===== config.mk =====
export PLATFORM = sky130hd
export DESIGN_NAME = sweep_trigger_ctrl
export DESIGN_NICKNAME = d
export VERILOG_FILES = /design/src/logic/sweep_trig_pkg.sv /design/src/logic/sweep_trigger_ctrl.sv
export VERILOG_INCLUDE_DIRS = /design/src /design/src/logic
export SDC_FILE = /design/constraint.sdc
export NUM_CORES = 1
export LEC_CHECK = 0
export BUFFER_PORTS_ARGS = -buffer_cell sky130_fd_sc_hd__clkbuf_2
export CELL_PAD_IN_SITES_DETAIL_PLACEMENT = 1
export CELL_PAD_IN_SITES_GLOBAL_PLACEMENT = 1
export CORE_MARGIN = 5
export CORE_UTILIZATION = 35
export CTS_BUF_LIST = sky130_fd_sc_hd__clkbuf_4 sky130_fd_sc_hd__clkbuf_8 sky130_fd_sc_hd__clkbuf_16
export CTS_CLUSTER_SIZE = 16
export DETAILED_ROUTE_END_ITERATION = 10
export MAX_ROUTING_LAYER = met4
export PLACE_DENSITY = 0.62
export SLEW_MARGIN = 20
export SYNTH_ARGS = -nofsm -noshare
export SYNTH_HDL_FRONTEND = slang
export SYNTH_SLANG_ARGS = --single-unit

===== constraint.sdc =====
create_clock -name mclk -period 10.71 [get_ports mclk]
set_clock_uncertainty 0.2 [all_clocks]
set_input_delay 0.5355 -clock mclk [delete_from_list [all_inputs] [get_ports mclk]]
set_output_delay 0.5355 -clock mclk [all_outputs]
set_load 0.1 [all_outputs]

===== src/logic/sweep_trig_cfg.svh =====
`ifndef SWEEP_TRIG_CFG_SVH
`define SWEEP_TRIG_CFG_SVH

// ************************************************
// register indices (byte address = index * 4)
// ************************************************
`define IDX_RECAL_CTRL   7'h4e
`define IDX_LIMIT_UPPER  7'h4f
`define IDX_LIMIT_LOWER  7'h50
`define IDX_UB_MSB       7'h51
`define IDX_UB_MID       7'h52
`define IDX_UB_LOW       7'h53
`define IDX_LB_MSB       7'h54
`define IDX_LB_MID       7'h55
`define IDX_LB_LOW       7'h56
`define IDX_BURST        7'h60
`define IDX_TRIGGER      7'h61
`define IDX_SWEEP_CTRL   7'h70
`define IDX_SWEEP_STAT   7'h71

// ************************************************
// field positions
// ************************************************
`define RC_LIMIT_MSB     11
`define RC_FAST_REUSE    9
`define RC_CAP_LO        1
`define BU_ENABLE        15
`define BU_COUNT_LO      2
`define TR_SEG0_CLEAR    15
`define TR_B_LO          7
`define TR_A_LO          3
`define TR_STEP_LO       0
`define CT_SWEEP_EN      0
`define CT_MANUAL        1
`define CT_CAP_USE       2

// ************************************************
// masks, fixed bits, reset values, limits
// ************************************************
`define MASK_RECAL_CTRL  16'h0bfe
`define MASK_FULL        16'hffff
`define MASK_BIT0        16'h0001
`define MASK_BURST       16'hfffc
`define MASK_TRIGGER     16'h87fb
`define MASK_CTRL        16'h0007
`define ONES_RECAL_CTRL  16'h0001
`define ONES_TRIGGER     16'h0800
`define REG_RESET        16'h0000
`define CAPCODE_MAX      8'hb7

// ************************************************
// trigger source and step source codes
// ************************************************
`define TRG_OFF          4'h0
`define TRG_CLK_RISE     4'h1
`define TRG_DIR_RISE     4'h2
`define TRG_ALWAYS       4'h4
`define TRG_CLK_FALL     4'h9
`define TRG_DIR_FALL     4'ha
`define STEP_TRANSITION  2'h0
`define STEP_TRIG_A      2'h1
`define STEP_TRIG_B      2'h2

`define RESP_OKAY        2'h0
`define RESP_SLVERR      2'h2

`endif


===== src/logic/sweep_trig_pkg.sv =====
package sweep_trig_pkg;

  typedef struct packed {
    logic        awvalid;
    logic [11:0] awaddr;
    logic        wvalid;
    logic [31:0] wdata;
    logic [3:0]  wstrb;
    logic        bready;
    logic        arvalid;
    logic [11:0] araddr;
    logic        rready;
  } axi_req_s;

  typedef struct packed {
    logic        awready;
    logic        wready;
    logic        bvalid;
    logic [1:0]  bresp;
    logic        arready;
    logic        rvalid;
    logic [31:0] rdata;
    logic [1:0]  rresp;
  } axi_rsp_s;

  typedef struct packed {
    logic [2:0] core;
    logic [7:0] capcode;
    logic [8:0] bias;
  } seed_s;

  typedef enum logic [1:0] {BURST_IDLE, BURST_RUN, BURST_DONE} burst_e;

endpackage


===== src/logic/sweep_trigger_ctrl.sv =====
`timescale 1ns/1ps
`include "sweep_trig_cfg.svh"

// How it works
// - request recalibration when frequency move exceeds 33-bit step limit while sweep enable is set
// - fast reuse seeds calibration from last core, capcode and bias
// - starting capcode seeds calibration when its use bit is set and fast reuse is not seeding from last, kept below 184
// - sweep limits, triggers and burst act only while sweep enable is set
// - hold sweep when position reaches 33-bit upper bound
// - hold sweep when position reaches 33-bit lower bound
// - burst runs exactly the programmed sweeps from enable rising, then stops
// - completed sweeps are counted against the burst length field
// - segment-0 accumulator cleared at each sweep start, automatic mode only
// - trigger A decodes off, pin rises, always, pin falls
// - trigger B uses same decoding from its own field
// - burst advances on transition, trigger A or trigger B; 3 never
// - manual select bit chooses manual sweeping, else automatic
module sweep_trigger_ctrl (
  // clock and reset
  input  wire logic                     mclk,
  input  wire logic                     reset_n,
  // register bus
  input  wire sweep_trig_pkg::axi_req_s axi_req,
  output sweep_trig_pkg::axi_rsp_s      axi_rsp,
  // trigger pins
  input  wire logic                     sweep_clock_pin,
  input  wire logic                     sweep_direction_pin,
  // sweep engine
  input  wire logic                     sweep_step,
  input  wire logic [32:0]              sweep_pos,
  input  wire logic [32:0]              freq_move,
  input  wire logic                     cal_done,
  input  wire sweep_trig_pkg::seed_s    last_seed,
  // sweep engine controls
  output logic                          sweep_run,
  output logic                          manual_mode,
  output logic                          trig_a,
  output logic                          trig_b,
  output logic                          burst_step,
  output logic                          seg0_clear,
  output logic                          hold_high,
  output logic                          hold_low,
  output logic                          recal_req,
  output sweep_trig_pkg::seed_s         seed,
  output logic                          seed_from_last
);

  typedef struct packed {
    sweep_trig_pkg::axi_rsp_s rsp;
    logic                     aw_got;
    logic                     w_got;
    logic [11:0]              awaddr;
    logic [15:0]              wdata;
    logic [1:0]               wstrb;
    logic [11:0][15:0]        regs;
    logic [1:0]               pin_s1;
    logic [1:0]               pin_s2;
    logic [1:0]               pin_d;
    logic                     en_d;
    sweep_trig_pkg::burst_e   burst;
    logic [12:0]              done_cnt;
    logic                     have_last;
    sweep_trig_pkg::seed_s    last;
    logic                     run;
    logic                     ta;
    logic                     tb;
    logic                     bstep;
    logic                     clr;
    logic                     hi;
    logic                     lo;
    logic                     recal;
    sweep_trig_pkg::seed_s    seed;
    logic                     from_last;
  } state_s;

  state_s s;
  state_s next_s;

  // ************************************************
  // decode helpers
  // ************************************************
  function automatic logic [3:0] slot_of(input logic [11:0] addr);
    case (addr[8:2])
      `IDX_RECAL_CTRL:  slot_of = 4'h0;
      `IDX_LIMIT_UPPER: slot_of = 4'h1;
      `IDX_LIMIT_LOWER: slot_of = 4'h2;
      `IDX_UB_MSB:      slot_of = 4'h3;
      `IDX_UB_MID:      slot_of = 4'h4;
      `IDX_UB_LOW:      slot_of = 4'h5;
      `IDX_LB_MSB:      slot_of = 4'h6;
      `IDX_LB_MID:      slot_of = 4'h7;
      `IDX_LB_LOW:      slot_of = 4'h8;
      `IDX_BURST:       slot_of = 4'h9;
      `IDX_TRIGGER:     slot_of = 4'ha;
      `IDX_SWEEP_CTRL:  slot_of = 4'hb;
      `IDX_SWEEP_STAT:  slot_of = 4'hc;
      default:          slot_of = 4'hf;
    endcase
    if (addr[11:9] != 3'h0 || addr[1:0] != 2'h0) begin
      slot_of = 4'hf;
    end
  endfunction

  function automatic logic [15:0] wmask(input logic [3:0] sl);
    case (sl)
      4'h0:        wmask = `MASK_RECAL_CTRL;
      4'h3, 4'h6:  wmask = `MASK_BIT0;
      4'h9:        wmask = `MASK_BURST;
      4'ha:        wmask = `MASK_TRIGGER;
      4'hb:        wmask = `MASK_CTRL;
      4'hc, 4'hf:  wmask = 16'h0000;
      default:     wmask = `MASK_FULL;
    endcase
  endfunction

  // reserved and disabled codes both land here, so nothing fires spuriously
  function automatic logic trig_hit(input logic [3:0] code, input logic [1:0] rise,
                                    input logic [1:0] fall);
    case (code)
      `TRG_CLK_RISE: trig_hit = rise[1];
      `TRG_DIR_RISE: trig_hit = rise[0];
      `TRG_ALWAYS:   trig_hit = 1'b1;
      `TRG_CLK_FALL: trig_hit = fall[1];
      `TRG_DIR_FALL: trig_hit = fall[0];
      default:       trig_hit = 1'b0;
    endcase
  endfunction

  // ************************************************
  // register fields
  // ************************************************
  logic        en;
  logic        man;
  logic        cap_use;
  logic        fast;
  logic [7:0]  start_cap;
  logic [32:0] step_limit;
  logic [32:0] upper;
  logic [32:0] lower;
  logic        burst_en;
  logic [12:0] burst_len;
  logic        clr_en;
  logic [3:0]  code_a;
  logic [3:0]  code_b;
  logic [1:0]  step_src;
  logic [1:0]  rise;
  logic [1:0]  fall;
  logic        en_rise;
  logic        ta;
  logic        tb;
  logic        step;
  logic [15:0] status;

  assign en         = s.regs[11][`CT_SWEEP_EN];
  assign man        = s.regs[11][`CT_MANUAL];
  assign cap_use    = s.regs[11][`CT_CAP_USE];
  assign fast       = s.regs[0][`RC_FAST_REUSE];
  assign start_cap  = s.regs[0][`RC_CAP_LO +: 8];
  assign step_limit = {s.regs[0][`RC_LIMIT_MSB], s.regs[1], s.regs[2]};
  assign upper      = {s.regs[3][0], s.regs[4], s.regs[5]};
  assign lower      = {s.regs[6][0], s.regs[7], s.regs[8]};
  assign burst_en   = s.regs[9][`BU_ENABLE];
  assign burst_len  = s.regs[9][`BU_COUNT_LO +: 13];
  assign clr_en     = s.regs[10][`TR_SEG0_CLEAR] && !man;
  assign code_a     = s.regs[10][`TR_A_LO +: 4];
  assign code_b     = s.regs[10][`TR_B_LO +: 4];
  assign step_src   = s.regs[10][`TR_STEP_LO +: 2];
  // edges seen only from the second sync stage onward
  assign rise       = s.pin_s2 & ~s.pin_d;
  assign fall       = ~s.pin_s2 & s.pin_d;
  assign en_rise    = en && !s.en_d;
  assign ta         = en && trig_hit(code_a, rise, fall);
  assign tb         = en && trig_hit(code_b, rise, fall);
  assign status     = {s.recal, s.burst == sweep_trig_pkg::BURST_DONE,
                       s.burst == sweep_trig_pkg::BURST_RUN, s.done_cnt};

  always_comb begin
    case (step_src)
      `STEP_TRANSITION: step = sweep_step;
      `STEP_TRIG_A:     step = ta;
      `STEP_TRIG_B:     step = tb;
      default:          step = 1'b0;
    endcase
  end

  // ************************************************
  // next state
  // ************************************************
  always_comb begin
    logic [3:0] wsl;
    logic [3:0] rsl;
    logic [15:0] wm;
    logic [15:0] rv;
    wsl = slot_of(s.awaddr);
    rsl = slot_of(axi_req.araddr);
    wm = wmask(wsl) & {{8{s.wstrb[1]}}, {8{s.wstrb[0]}}};
    rv = 16'h0000;
    next_s = s;

    // write channels are taken in either order, answered once both are in
    if (axi_req.awvalid && s.rsp.awready) begin
      next_s.aw_got = 1'b1;
      next_s.awaddr = axi_req.awaddr;
      next_s.rsp.awready = 1'b0;
    end
    if (axi_req.wvalid && s.rsp.wready) begin
      next_s.w_got = 1'b1;
      next_s.wdata = axi_req.wdata[15:0];
      next_s.wstrb = axi_req.wstrb[1:0];
      next_s.rsp.wready = 1'b0;
    end
    if (s.aw_got && s.w_got && !s.rsp.bvalid) begin
      if (wsl < 4'hc) begin
        next_s.regs[wsl] = (s.regs[wsl] & ~wm) | (s.wdata & wm);
      end
      next_s.rsp.bvalid = 1'b1;
      next_s.rsp.bresp = (wsl == 4'hf) ? `RESP_SLVERR : `RESP_OKAY;
    end
    if (s.rsp.bvalid && axi_req.bready) begin
      next_s.rsp.bvalid = 1'b0;
      next_s.aw_got = 1'b0;
      next_s.w_got = 1'b0;
      next_s.rsp.awready = 1'b1;
      next_s.rsp.wready = 1'b1;
    end

    if (axi_req.arvalid && s.rsp.arready) begin
      if (rsl == 4'hc) begin
        rv = status;
      end else if (rsl < 4'hc) begin
        rv = s.regs[rsl] & wmask(rsl);
      end
      if (rsl == 4'h0) begin
        rv = rv | `ONES_RECAL_CTRL;
      end
      if (rsl == 4'ha) begin
        rv = rv | `ONES_TRIGGER;
      end
      next_s.rsp.rdata = {16'h0000, rv};
      next_s.rsp.rresp = (rsl == 4'hf) ? `RESP_SLVERR : `RESP_OKAY;
      next_s.rsp.rvalid = 1'b1;
      next_s.rsp.arready = 1'b0;
    end else if (s.rsp.rvalid && axi_req.rready) begin
      next_s.rsp.rvalid = 1'b0;
      next_s.rsp.arready = 1'b1;
    end

    next_s.pin_s1 = {sweep_clock_pin, sweep_direction_pin};
    next_s.pin_s2 = s.pin_s1;
    next_s.pin_d = s.pin_s2;
    next_s.en_d = en;
    next_s.ta = ta;
    next_s.tb = tb;
    next_s.clr = 1'b0;
    next_s.bstep = 1'b0;

    // a sweep that starts without burst: enable rising or segment turn
    if (!burst_en && en && (en_rise || sweep_step)) begin
      next_s.clr = clr_en;
    end

    case (s.burst)
      sweep_trig_pkg::BURST_IDLE: begin
        if (en_rise && burst_en) begin
          next_s.done_cnt = 13'h0000;
          if (burst_len == 13'h0000) begin
            next_s.burst = sweep_trig_pkg::BURST_DONE;
          end else begin
            next_s.burst = sweep_trig_pkg::BURST_RUN;
            next_s.clr = clr_en;
          end
        end
      end
      sweep_trig_pkg::BURST_RUN: begin
        if (!en) begin
          next_s.burst = sweep_trig_pkg::BURST_IDLE;
        end else if (step) begin
          next_s.bstep = 1'b1;
          next_s.done_cnt = s.done_cnt + 13'h0001;
          if (s.done_cnt + 13'h0001 >= burst_len) begin
            next_s.burst = sweep_trig_pkg::BURST_DONE;
          end else begin
            next_s.clr = clr_en;
          end
        end
      end
      sweep_trig_pkg::BURST_DONE: begin
        if (!en) begin
          next_s.burst = sweep_trig_pkg::BURST_IDLE;
        end
      end
      default: begin
        next_s.burst = sweep_trig_pkg::BURST_IDLE;
      end
    endcase

    next_s.run = en && (!burst_en || next_s.burst == sweep_trig_pkg::BURST_RUN);
    next_s.hi = en && ($signed(sweep_pos) >= $signed(upper));
    next_s.lo = en && ($signed(sweep_pos) <= $signed(lower));
    next_s.recal = en && (freq_move > step_limit);

    if (cal_done) begin
      next_s.last = last_seed;
      next_s.have_last = 1'b1;
    end
    // reuse needs one finished calibration; until then seed from defaults
    if (fast && s.have_last) begin
      next_s.seed = s.last;
      next_s.from_last = 1'b1;
    end else begin
      next_s.seed = '0;
      next_s.from_last = 1'b0;
      if (cap_use) begin
        next_s.seed.capcode = (start_cap > `CAPCODE_MAX) ? `CAPCODE_MAX : start_cap;
      end
    end
  end

  always_ff @(posedge mclk or negedge reset_n) begin
    if (!reset_n) begin
      s <= '0;
      s.rsp.awready <= 1'b1;
      s.rsp.wready <= 1'b1;
      s.rsp.arready <= 1'b1;
    end else begin
      s <= next_s;
    end
  end

  // ************************************************
  // outputs
  // ************************************************
  assign axi_rsp        = s.rsp;
  assign sweep_run      = s.run;
  assign manual_mode    = man;
  assign trig_a         = s.ta;
  assign trig_b         = s.tb;
  assign burst_step     = s.bstep;
  assign seg0_clear     = s.clr;
  assign hold_high      = s.hi;
  assign hold_low       = s.lo;
  assign recal_req      = s.recal;
  assign seed           = s.seed;
  assign seed_from_last = s.from_last;
endmodule


# Yosys cells after proc, flatten, opt, wreduce, memory -nomap -nowiden
# Memory sizes are Yosys's and may differ from the RTL's.
# Cells that the tools add are included.
dict set report word_totals {
  regBits 321
  romBits 512
  out_inout_bits 71
  mem_count 2
}
# memory depth width rd rd_clocked_by_memory_dff wr line
set mem_list {}
lappend mem_list {{(name not given)} 16 16 1 0 0 sweep_trigger_ctrl.sv:105} ;# case (sl)
lappend mem_list {{(name not given)} 16 16 1 0 0 sweep_trigger_ctrl.sv:105}
dict set report op_classes {
  n_addsub 1
  n_lt_le_gt_ge 10
  eq_ne 48
  n_mux 52
  bitwise 10
  reduce_logical 43
}
# cell n
set op_table {}
lappend op_table {{192-bit bitwise mux} 1}
lappend op_table {{7-bit == test (second input constant)} 26}
lappend op_table {{16-bit binary-select mux with 4-bit select} 2}
lappend op_table {{16-bit two-way mux} 8}
lappend op_table {{4-bit one-hot mux with 13 select lines} 2}
lappend op_table {{16-bit AND} 4}
lappend op_table {{16-bit demux with 4-bit select} 1}
lappend op_table {{33-bit >= comparator} 1}
lappend op_table {{33-bit > comparator} 1}
lappend op_table {{33-bit <= comparator} 1}
lappend op_table {{4-bit == test (second input constant)} 8}
lappend op_table {{15-bit two-way mux} 2}
lappend op_table {{13-bit one-hot mux with 2 select lines} 1}
lappend op_table {{2-bit two-way mux} 11}
lappend op_table {{21-bit two-way mux} 1}
lappend op_table {{1-bit logical AND} 20}
lappend op_table {{8-bit two-way mux} 2}
lappend op_table {{16-bit NOT} 1}
lappend op_table {{16-bit bitwise OR} 1}
lappend op_table {{2-bit nonzero test} 7}
lappend op_table {{13-bit by 1-bit adder with 13-bit output (second input constant)} 1}
lappend op_table {{13-bit >= comparator} 1}
lappend op_table {{13-bit logical NOT} 1}
lappend op_table {{13-bit two-way mux} 1}
lappend op_table {{27 further kinds} 59}

# Depth between registers and ports, before layout
# Gate-level depths: netlist of run 1.
dict set report depth {
  ltp_word 12
  ltp_mapped 16
  ltp_nobuf 14
}

# Worst setup path before layout of run 1
# OpenSTA, ideal clock, no wires.
dict set report synth_path {
  kind {input-to-reg}
  from {input port axi_req[4] in the netlist's numbering}
  to {register s, in the netlist axi_rsp[4]}
  setup_ns 0.082
  arrival_time_ns 3.769
  required_ns 10.428
  setup_slack_ns 6.659
  path_stages 15
  n_path_buf 4
  path_cell_list {clkbuf_2 > or4b_1 > or3_1 > o211a_1 > clkbuf_1 > nand2_2 > inv_2 > buf_4 > buf_2 > ha_1 > nor3_2 > a21boi_0 > o21ai_0 > a31o_2 > a31oi_1}
}
dict set report synth_between {
  elab_chain_cells 11
  word_cells_on_any_way 27
  cone_classes {order compare: 1; eq/ne: 14; mux: 10; bitwise: 1; memory: 1}
}
# item line
set synth_rtl {}
lappend synth_rtl {{from (decl)} sweep_trigger_ctrl.sv:23} ;# input wire sweep_trig_pkg::axi_req_s axi_req,
lappend synth_rtl {{7-bit == test} sweep_trigger_ctrl.sv:83} ;# case (addr[8:2])
lappend synth_rtl {{4-bit one-hot mux with 13 select lines *} sweep_trigger_ctrl.sv:83}
lappend synth_rtl {{4-bit two-way mux *} sweep_trigger_ctrl.sv:99} ;# if (addr[11:9] != 3'h0 || addr[1:0] != 2'h0) begin
lappend synth_rtl {{memory 16 x 16 bit} --}
lappend synth_rtl {{16-bit two-way mux} sweep_trigger_ctrl.sv:230} ;# end else if (rsl < 4'hc) begin
lappend synth_rtl {{16-bit two-way mux} sweep_trigger_ctrl.sv:228} ;# if (rsl == 4'hc) begin
lappend synth_rtl {{16-bit two-way mux} sweep_trigger_ctrl.sv:227} ;# if (axi_req.arvalid && s.rsp.arready) begin
lappend synth_rtl {{16-bit AND} sweep_trigger_ctrl.sv:231} ;# rv = s.regs[rsl] & wmask(rsl);
lappend synth_rtl {{16-bit two-way mux} sweep_trigger_ctrl.sv:230}
lappend synth_rtl {{16-bit two-way mux *} sweep_trigger_ctrl.sv:228}
lappend synth_rtl {{12-bit two-way mux *} sweep_trigger_ctrl.sv:236} ;# if (rsl == 4'ha) begin
lappend synth_rtl {{to (signal assigned)} sweep_trigger_ctrl.sv:326} ;# s <= next_s;
lappend synth_rtl {{to (decl)} sweep_trigger_ctrl.sv:76} ;# state_s s;
# Every way passes the cells marked *; elsewhere a longest branch is shown, timed or not. The select of a mux whose other input is x is not followed.
# A chain may end at the register's enable or synchronous reset.

# Final worst setup path of run 1
dict set report layout_path {
  from {register s[293] in the netlist's numbering}
  to {register s[98] in the netlist's numbering}
}
dict set report layout_between {
  elab_chain_cells 9
  word_cells_on_any_way 19
  cone_classes {order compare: 3; mux: 6; bitwise: 5; reduce/logical: 4; memory: 1}
}
# item line
set layout_rtl {}
lappend layout_rtl {{3-bit nonzero test *} sweep_trigger_ctrl.sv:99}
lappend layout_rtl {{1-bit logical OR *} sweep_trigger_ctrl.sv:99}
lappend layout_rtl {{4-bit two-way mux *} sweep_trigger_ctrl.sv:99}
lappend layout_rtl {{memory 16 x 16 bit} --}
lappend layout_rtl {{16-bit AND} sweep_trigger_ctrl.sv:196} ;# wm = wmask(wsl) & {{8{s.wstrb[1]}}, {8{s.wstrb[0]}}};
lappend layout_rtl {{16-bit NOT} sweep_trigger_ctrl.sv:214} ;# next_s.regs[wsl] = (s.regs[wsl] & ~wm) | (s.wdata & wm);
lappend layout_rtl {{16-bit AND} sweep_trigger_ctrl.sv:214}
lappend layout_rtl {{16-bit bitwise OR} sweep_trigger_ctrl.sv:214}
lappend layout_rtl {{192-bit bitwise mux} sweep_trigger_ctrl.sv:214}
# Marked as above.

==> results of run 1 <==
[cell type report]
cell class / instances / area [um2] / share of cell area
multi-input cells: 1440 / 11100 / 0.465
flip-flops and latches: 319 / 7990 / 0.333
repair buffers: 293 / 1910 / 0.0796
clock buffers: 50 / 1140 / 0.0477
well taps: 765 / 957 / 0.0399
inverters: 129 / 484 / 0.0202
clock inverters: 24 / 357 / 0.0149
diodes: 3 / 7.51 / 0.000313
[metal layers]
metal,global-route usage,vias up
met3,0.0370,173
met1,0.347,9060
met5,-,-
li1,-,7807
met4,0.114,0
met2,0.408,660
[where the power goes]
group / internal, uW / total [uW] / switching [uW]
registers: 1320 / 1450 / 131
clock network: 955 / 1540 / 587
logic: 256 / 929 / 673
total: 2530 / 3920 / 1390
[worst min-delay path by stage]
| stage | slack, ps | cells past startpoint | endpoint | from |
|---|---|---|---|---|
| 3_3_place_gp | 140 | 0 | next_s[67] | next_s[69] |
| 4_1_cts | 5 | 2 | s[290] | axi_req[60] |
| 2_1_floorplan | 40 | 0 | axi_rsp[10] | reset_n |
| 6_report | 20 | 2 | s[290] | axi_req[60] |
| 3_5_place_dp | 140 | 0 | next_s[67] | next_s[69] |
| 5_1_grt | 20 | 2 | s[290] | axi_req[60] |
[registers in the layout, indices dropped and copies added, names as in the netlist, 4 cells and up]
signal / cells
s: 204
burst_len: 13
axi_rsp: 23
code_a: 4
code_b: 4
lower: 33
seed: 20
next_s: 4
[layout by cell type (no fill, tap or decap), types with 9 or more instances in the layout]
master         instances
conb_1                18
nand2b_1              17
nor2b_1               18
o31ai_1               16
clkbuf_16             41
buf_4                 42
xnor2_1                9
nand2_1              161
o21ai_0               87
a211oi_1              15
a21o_1                40
nor3_1                27
and3_1                24
a21oi_1               90
clkinv_2              10
inv_1                127
nand3_1               44
and2_1                19
mux2_4                10
nor2_1                74
dlygate4sd3_1         58
nand4_1               26
a22oi_1               12
mux2_2               242
o221ai_1              18
a22o_1                11
mux2i_1               47
clkbuf_2             190
dfrtp_1              316
ha_1                 126
o211ai_1              45
o22ai_1               42
a31oi_1               30
[through the flow]
stage	util	hold WS, ps	total power, uW
finish	0.416	21.5	3920
global route	0.416	18.8	4070
CTS	0.415	5.31	3950
detailed placement	0.379	136	2370
global placement	0.378	137	2350
floorplan	-	39.9	2140
[cell families after synthesis]
group,synth area share
xor gates and xnor gates,0.00601
buffers and inverters,0.0698
DFF,0.392
other,0.000184
and+or+nand+nor,0.115
AOI/OAI and AO/OA,0.170
adders and majority gates,0.0773
muxes,0.170
==> impl_metrics.yaml, run 1 <==
floorplan:
  rows: 88
  dieArea_mm2: 0.0632
  pin_count: 228
  die_h_um: 251
  initial_core_util: 0.353
  core_area_mm2: 0.0577
  die_w_um: 251
cts:
  clk_latency_ps: 600
  clk_pin_slew_ps: 60
  ctsHoldBuffers: 58
  cts.path.max_buffers: 3
  cts-resized-gates: 0
  cts.sinks: 319
  tritoncts: "yes"
  cts-htree-levels: 2
  post-cts-setup-buffer-count: 0
  numCtsBuffers: 41
  clockRootBuffer: "clkbuf_16"
timing:
  grt_setup_unrepaired: "no"
  finalCriticalPeriod_ps: 5050
  period_share: 0.472
  final-setup-viol-count: 0
  tightest_slew_ps: 1210
  setup_tns_ps: 0
  hold_violations: 0
  final_max_slew_viol_count: 0
  fin_ws_ps: 5660
  fmax_mhz: 198
  slew_headroom: 0.194
final_layout:
  final_nets: 2507
  nFillCells: 6421
  area_growth_pct: 17.7
  layoutNonFillerInstCount: 3023
  fin_area_mm2: 0.0240
  drive_above_1_share: 0.272
routing:
  vias_per_cell: 5.86
  drt_iter0_markers: 1488
  m1WireLength_um: 36100
  wl_per_cell_um: 27.5
  wl_met2_um: 38100
  drt-total-wl_um: 83100
  dr.pass1.iters: 6
  vias: 17700
  wl_met3_um: 4760
  drc_errors: 0
  top_layer: "met4"
  ant_nets: 0
global_routing:
  grt_pass1_vias: 18400
  grt_pass1_wl_um: 122000
  grt_usage: 0.264
  grt_max_degree: 179
  gr-total-overflow: 0
  antenna_found_initial: 5
setup_path:
  critPathKind: "reg -> reg"
  worstSetupPathDepth: 9
  path_cells: "or4_1, nor2_2, nand3_4, inv_1, buf_4, nor3_1, o21ai_0, a41oi_2, mux2_2"
  critPathLaunchType: "register"
  cp_data_arrival_time_ps: 5310
  cpPeakStageDelay_ps: 620
  cp.required_ps: 10970
  startpoint: "s[293]"
  critPathBufInv: 2
  r2r_cells: 9
  worst-path-max-fanout: 21
  rrSetupSlack_ps: 5660
  r2r_start: "s[293]"
  worst_path_max_delay_cell: "or4_1"
  r2r_end: "s[98]"
  endpoint_kind: "register"
  critical_path.endpoint: "s[98]"
  cp_top_family: "simple AND/OR/NAND/NOR gates"
power:
  power.density_mw_per_mm2: 163
  leakagePower_uw: 0.0105
  ir_worst_vdd_mv: 0.188
synthesis:
  ys.flop_type: "dfrtp_1"
  synth_area_leader_cell: "dfrtp_1"
  ys_seq_elements: 319
  netlist_area_mm2: 0.0204
  yosysMostFrequentCell: "dfrtp_1"
  synth.top_cell.area_share: 0.388
  syn_inst: 2044
  synth_area_leaders: "dfrtp_1 39%, mux2_2 13%, ha_1 7.7%"
  synth-async-reset-ratio: 1.00
  synthTopCellsByCount: "316 x dfrtp_1, 242 x mux2_2, 161 x nand2_1, 127 x inv_1, 126 x ha_1"
  avgSynthCellArea_um2: 9.97
  synth-warning-count: 0
  synth.distinct_cells: 89
  synth-seq-area-share: 0.392
  synth_edf_count: 0
flow_run:
  cap_violations: 0
placement:
  place_congestion: 0.951
  dp_cells: 2887
  place_ws_ps: 5670
  dp_hpwl_um: 61200
  placed_cell_area_mm2: 0.0218
  port_buffers: 191
status:
  status: "complete, no violations"
hold_path:
  hold_path_class: "in -> reg"
Note: power is estimated with default switching activity, not from simulation.
==> run 2: changes to the inputs <==
ABC_AREA = 1   (was unset)
PLACE_DENSITY = 0.68   (was 0.62)
clock period = 4.6 ns   (was 10.71 ns; I/O delays follow)
==> run 2 against run 1 <==
Clock-buffer cell count is 17 higher. Flip-flop and latch count stayed put. Register-to-register slack worse by 4900 ps. Non-clock buffer count is 5 higher. Combinational power grew to 2.8 times the previous value. Cell count is 34% higher. Sequential power is 120% higher. Wire length is 14% higher. Synthesized area is 5.9% higher. First-iteration DRC count is 36% higher. Critical path depth is 9 higher.
==> impl_metrics.yaml, run 2 <==
setup_path:
  critPathBufInv: 4
  cp_top_family: "simple AND/OR/NAND/NOR gates"
  cpMostUsedCell: "nand2_1"
  rrSetupSlack_ps: 750
  cp_data_arrival_time_ps: 4150
  critPathKind: "reg -> reg"
  worst_path_max_delay_cell: "buf_4"
  endpoint_kind: "register"
  critPathLaunchType: "register"
  cpPeakStageDelay_ps: 580
  cp.required_ps: 4910
  path_cells: "inv_2, nand3_2, nor2_2, nand2_2, nand3_2, inv_2, nand3_4, buf_4, nand2_2, nand3b_2, nand2_1, nor2_1, nand2_1, nand2_1, inv_1, nand2_1, nand3_1, nand2_1"
  worst-path-max-fanout: 51
placement:
  place_congestion: 0.959
  port_buffers: 191
  dp_hpwl_um: 69000
global_routing:
  grt_pass1_vias: 22900
  antenna_found_initial: 0
  grt_usage: 0.286
  grt_max_degree: 114
  gr-total-overflow: 0
  grt_pass1_wl_um: 143000
power:
  leakagePower_uw: 0.0130
  p_clk_frac: 0.374
  power.density_mw_per_mm2: 375
  p_comb_frac: 0.277
  swShare: 0.386
  ir_worst_vdd_mv: 0.299
  p_total_uw: 9310
  power_switching_uw: 3590
  seqPwrFrac: 0.350
  p_int_uw: 5710
cts:
  numCtsBuffers: 41
  tritoncts: "yes"
  cts.sinks: 319
  cts-resized-gates: 0
  clk_pin_slew_ps: 50
  cts-htree-levels: 2
  cts.path.max_buffers: 3
  clk_latency_ps: 580
  clockRootBuffer: "clkbuf_16"
timing:
  final_max_slew_viol_count: 0
  holdWs_ps: 36.9
  hold_violations: 0
  fmax_mhz: 260
  slew_headroom: 0.261
  grt_setup_unrepaired: "no"
  period_share: 0.836
  tightest_slew_ps: 1110
  setup_tns_ps: 0
  finalCriticalPeriod_ps: 3850
  final-setup-viol-count: 0
synthesis:
  ys.flop_type: "dfrtp_1"
  synth-async-reset-ratio: 1.00
  synthTopCellsByCount: "998 x nand2_1, 505 x nand3_1, 316 x dfrtp_1, 314 x inv_1, 137 x nor2_1"
  netlist_area_mm2: 0.0216
  synth-warning-count: 0
  synth_area_leaders: "dfrtp_1 37%, nand2_1 17%, nand3_1 12%"
  avgSynthCellArea_um2: 7.01
  synth.distinct_cells: 50
  synth_area_leader_cell: "dfrtp_1"
  synth_edf_count: 0
  synth.top_cell.area_share: 0.366
  ys_seq_elements: 319
  syn_inst: 3082
  synth-seq-area-share: 0.370
  yosysMostFrequentCell: "nand2_1"
hold_path:
  hold_path_class: "in -> reg"
final_layout:
  most-common-layout-cells: "997 x nand2_1, 505 x nand3_1, 316 x dfrtp_1"
  regArea_mm2: 0.00799
  drive_above_1_share: 0.120
  multi_input_area_mm2: 0.0112
  regMostFlops: "s"
  final_nets: 3514
  final_common_cell: "nand2_1"
  area_growth_pct: 14.9
  nFillCells: 7732
  diodes: 0
  largest_reg_flops: 204
routing:
  drc_errors: 0
  vias: 22200
  drt_iter0_markers: 2024
  drt-total-wl_um: 95100
  dr.pass1.iters: 5
  vias_per_cell: 5.47
  ant_nets: 0
  wl_per_cell_um: 23.5
status:
  status: "complete, no violations"
floorplan:
  pin_count: 228
  rows: 91
  initial_core_util: 0.352
  dieArea_mm2: 0.0668
  die_h_um: 258
  core_area_mm2: 0.0614
  die_w_um: 258
flow_run:
  cap_violations: 0
run 2: changes by cell type in the layout (fill, tap and decap cells not counted), moves of 23 or more:
cell      change
a21o_1       -40
a31oi_1      -28
and3_1       -23
inv_1       +187
mux2_2      -242
mux2i_1      -47
nand2_1     +836
nand3_1     +461
nor2_1       +62
o211ai_1     -31
o21ai_0      +40
o22ai_1      -35
run 2: final timing paths:
path,cells past startpoint,start,to
max,18,s[289],lower[13]
min,3,axi_req[13],axi_rsp[34]
max reg2reg,18,s[289],lower[13]
min reg2reg,0,next_s[69],next_s[67]
max in group asynchronous,3,reset_n,s[79]
min in group asynchronous,2,reset_n,seed[10]
run 2: repair_timing:
action / CTS / global route
endpoints found under the setup margin: 0 / 0
hold endpoints to repair: 168 / 0
hold buffers: 61 / 0
setup buffers: 0 / 0
run 2: layer usage:
layer | vias to the layer above | wire length, um | share of wire | GRT usage
li1 | 10200 | - | - | -
met4 | 0 | 4040 | 0.042 | 0.109
met2 | 806 | 42700 | 0.45 | 0.443
met5 | - | 0 | 0 | -
met3 | 185 | 5970 | 0.063 | 0.0394
met1 | 11000 | 42400 | 0.45 | 0.382
run 2: worst min-delay path: stages:
cell and delay (ps):
clkbuf_2 80, nand2_1 280, o21ai_0 170
run 2: power groups by stage:
stage | Clock [uW] | Combinational, uW | Sequential [uW]
2_1_floorplan | 0 | 2020 | 3230
5_1_grt | 3650 | 2740 | 3280
3_5_place_dp | 0 | 2500 | 3300
6_report | 3480 | 2570 | 3250
4_1_cts | 3550 | 2560 | 3250
3_3_place_gp | 0 | 2460 | 3280
run 2: area by class of cell:
| class | instances | area share |
|---|---|---|
| Multi-Input combinational cell | 2233 | 0.450 |
| Clock inverter | 8 | 0.00519 |
| Tap cell | 790 | 0.0398 |
| Clock buffer | 67 | 0.0532 |
| Inverter | 338 | 0.0511 |
| Sequential cell | 319 | 0.322 |
| Timing Repair Buffer | 298 | 0.0790 |
run 2: per-stage QoR:
step	cell area (um2)	setup WS (ps)	util	cells
6_report	24800	754	0.404	4053
5_1_grt	24800	519	0.404	4053
4_1_cts	24800	812	0.404	4053
3_5_place_dp	22800	862	0.371	3917
3_3_place_gp	22800	960	0.371	3917
2_1_floorplan	21700	1680	-	3099
run 2: cell families after synthesis:
group                      count (synthesis)  share of synthesized area
AOI/OAI and AO/OA                        285                     0.0724
xor gates and xnor gates                  10                    0.00405
adders and majority gates                126                     0.0730
buffers and inverters                    547                      0.117
DFF                                      319                      0.370
other                                      1                   0.000174
and+or+nand+nor                         1794                      0.363
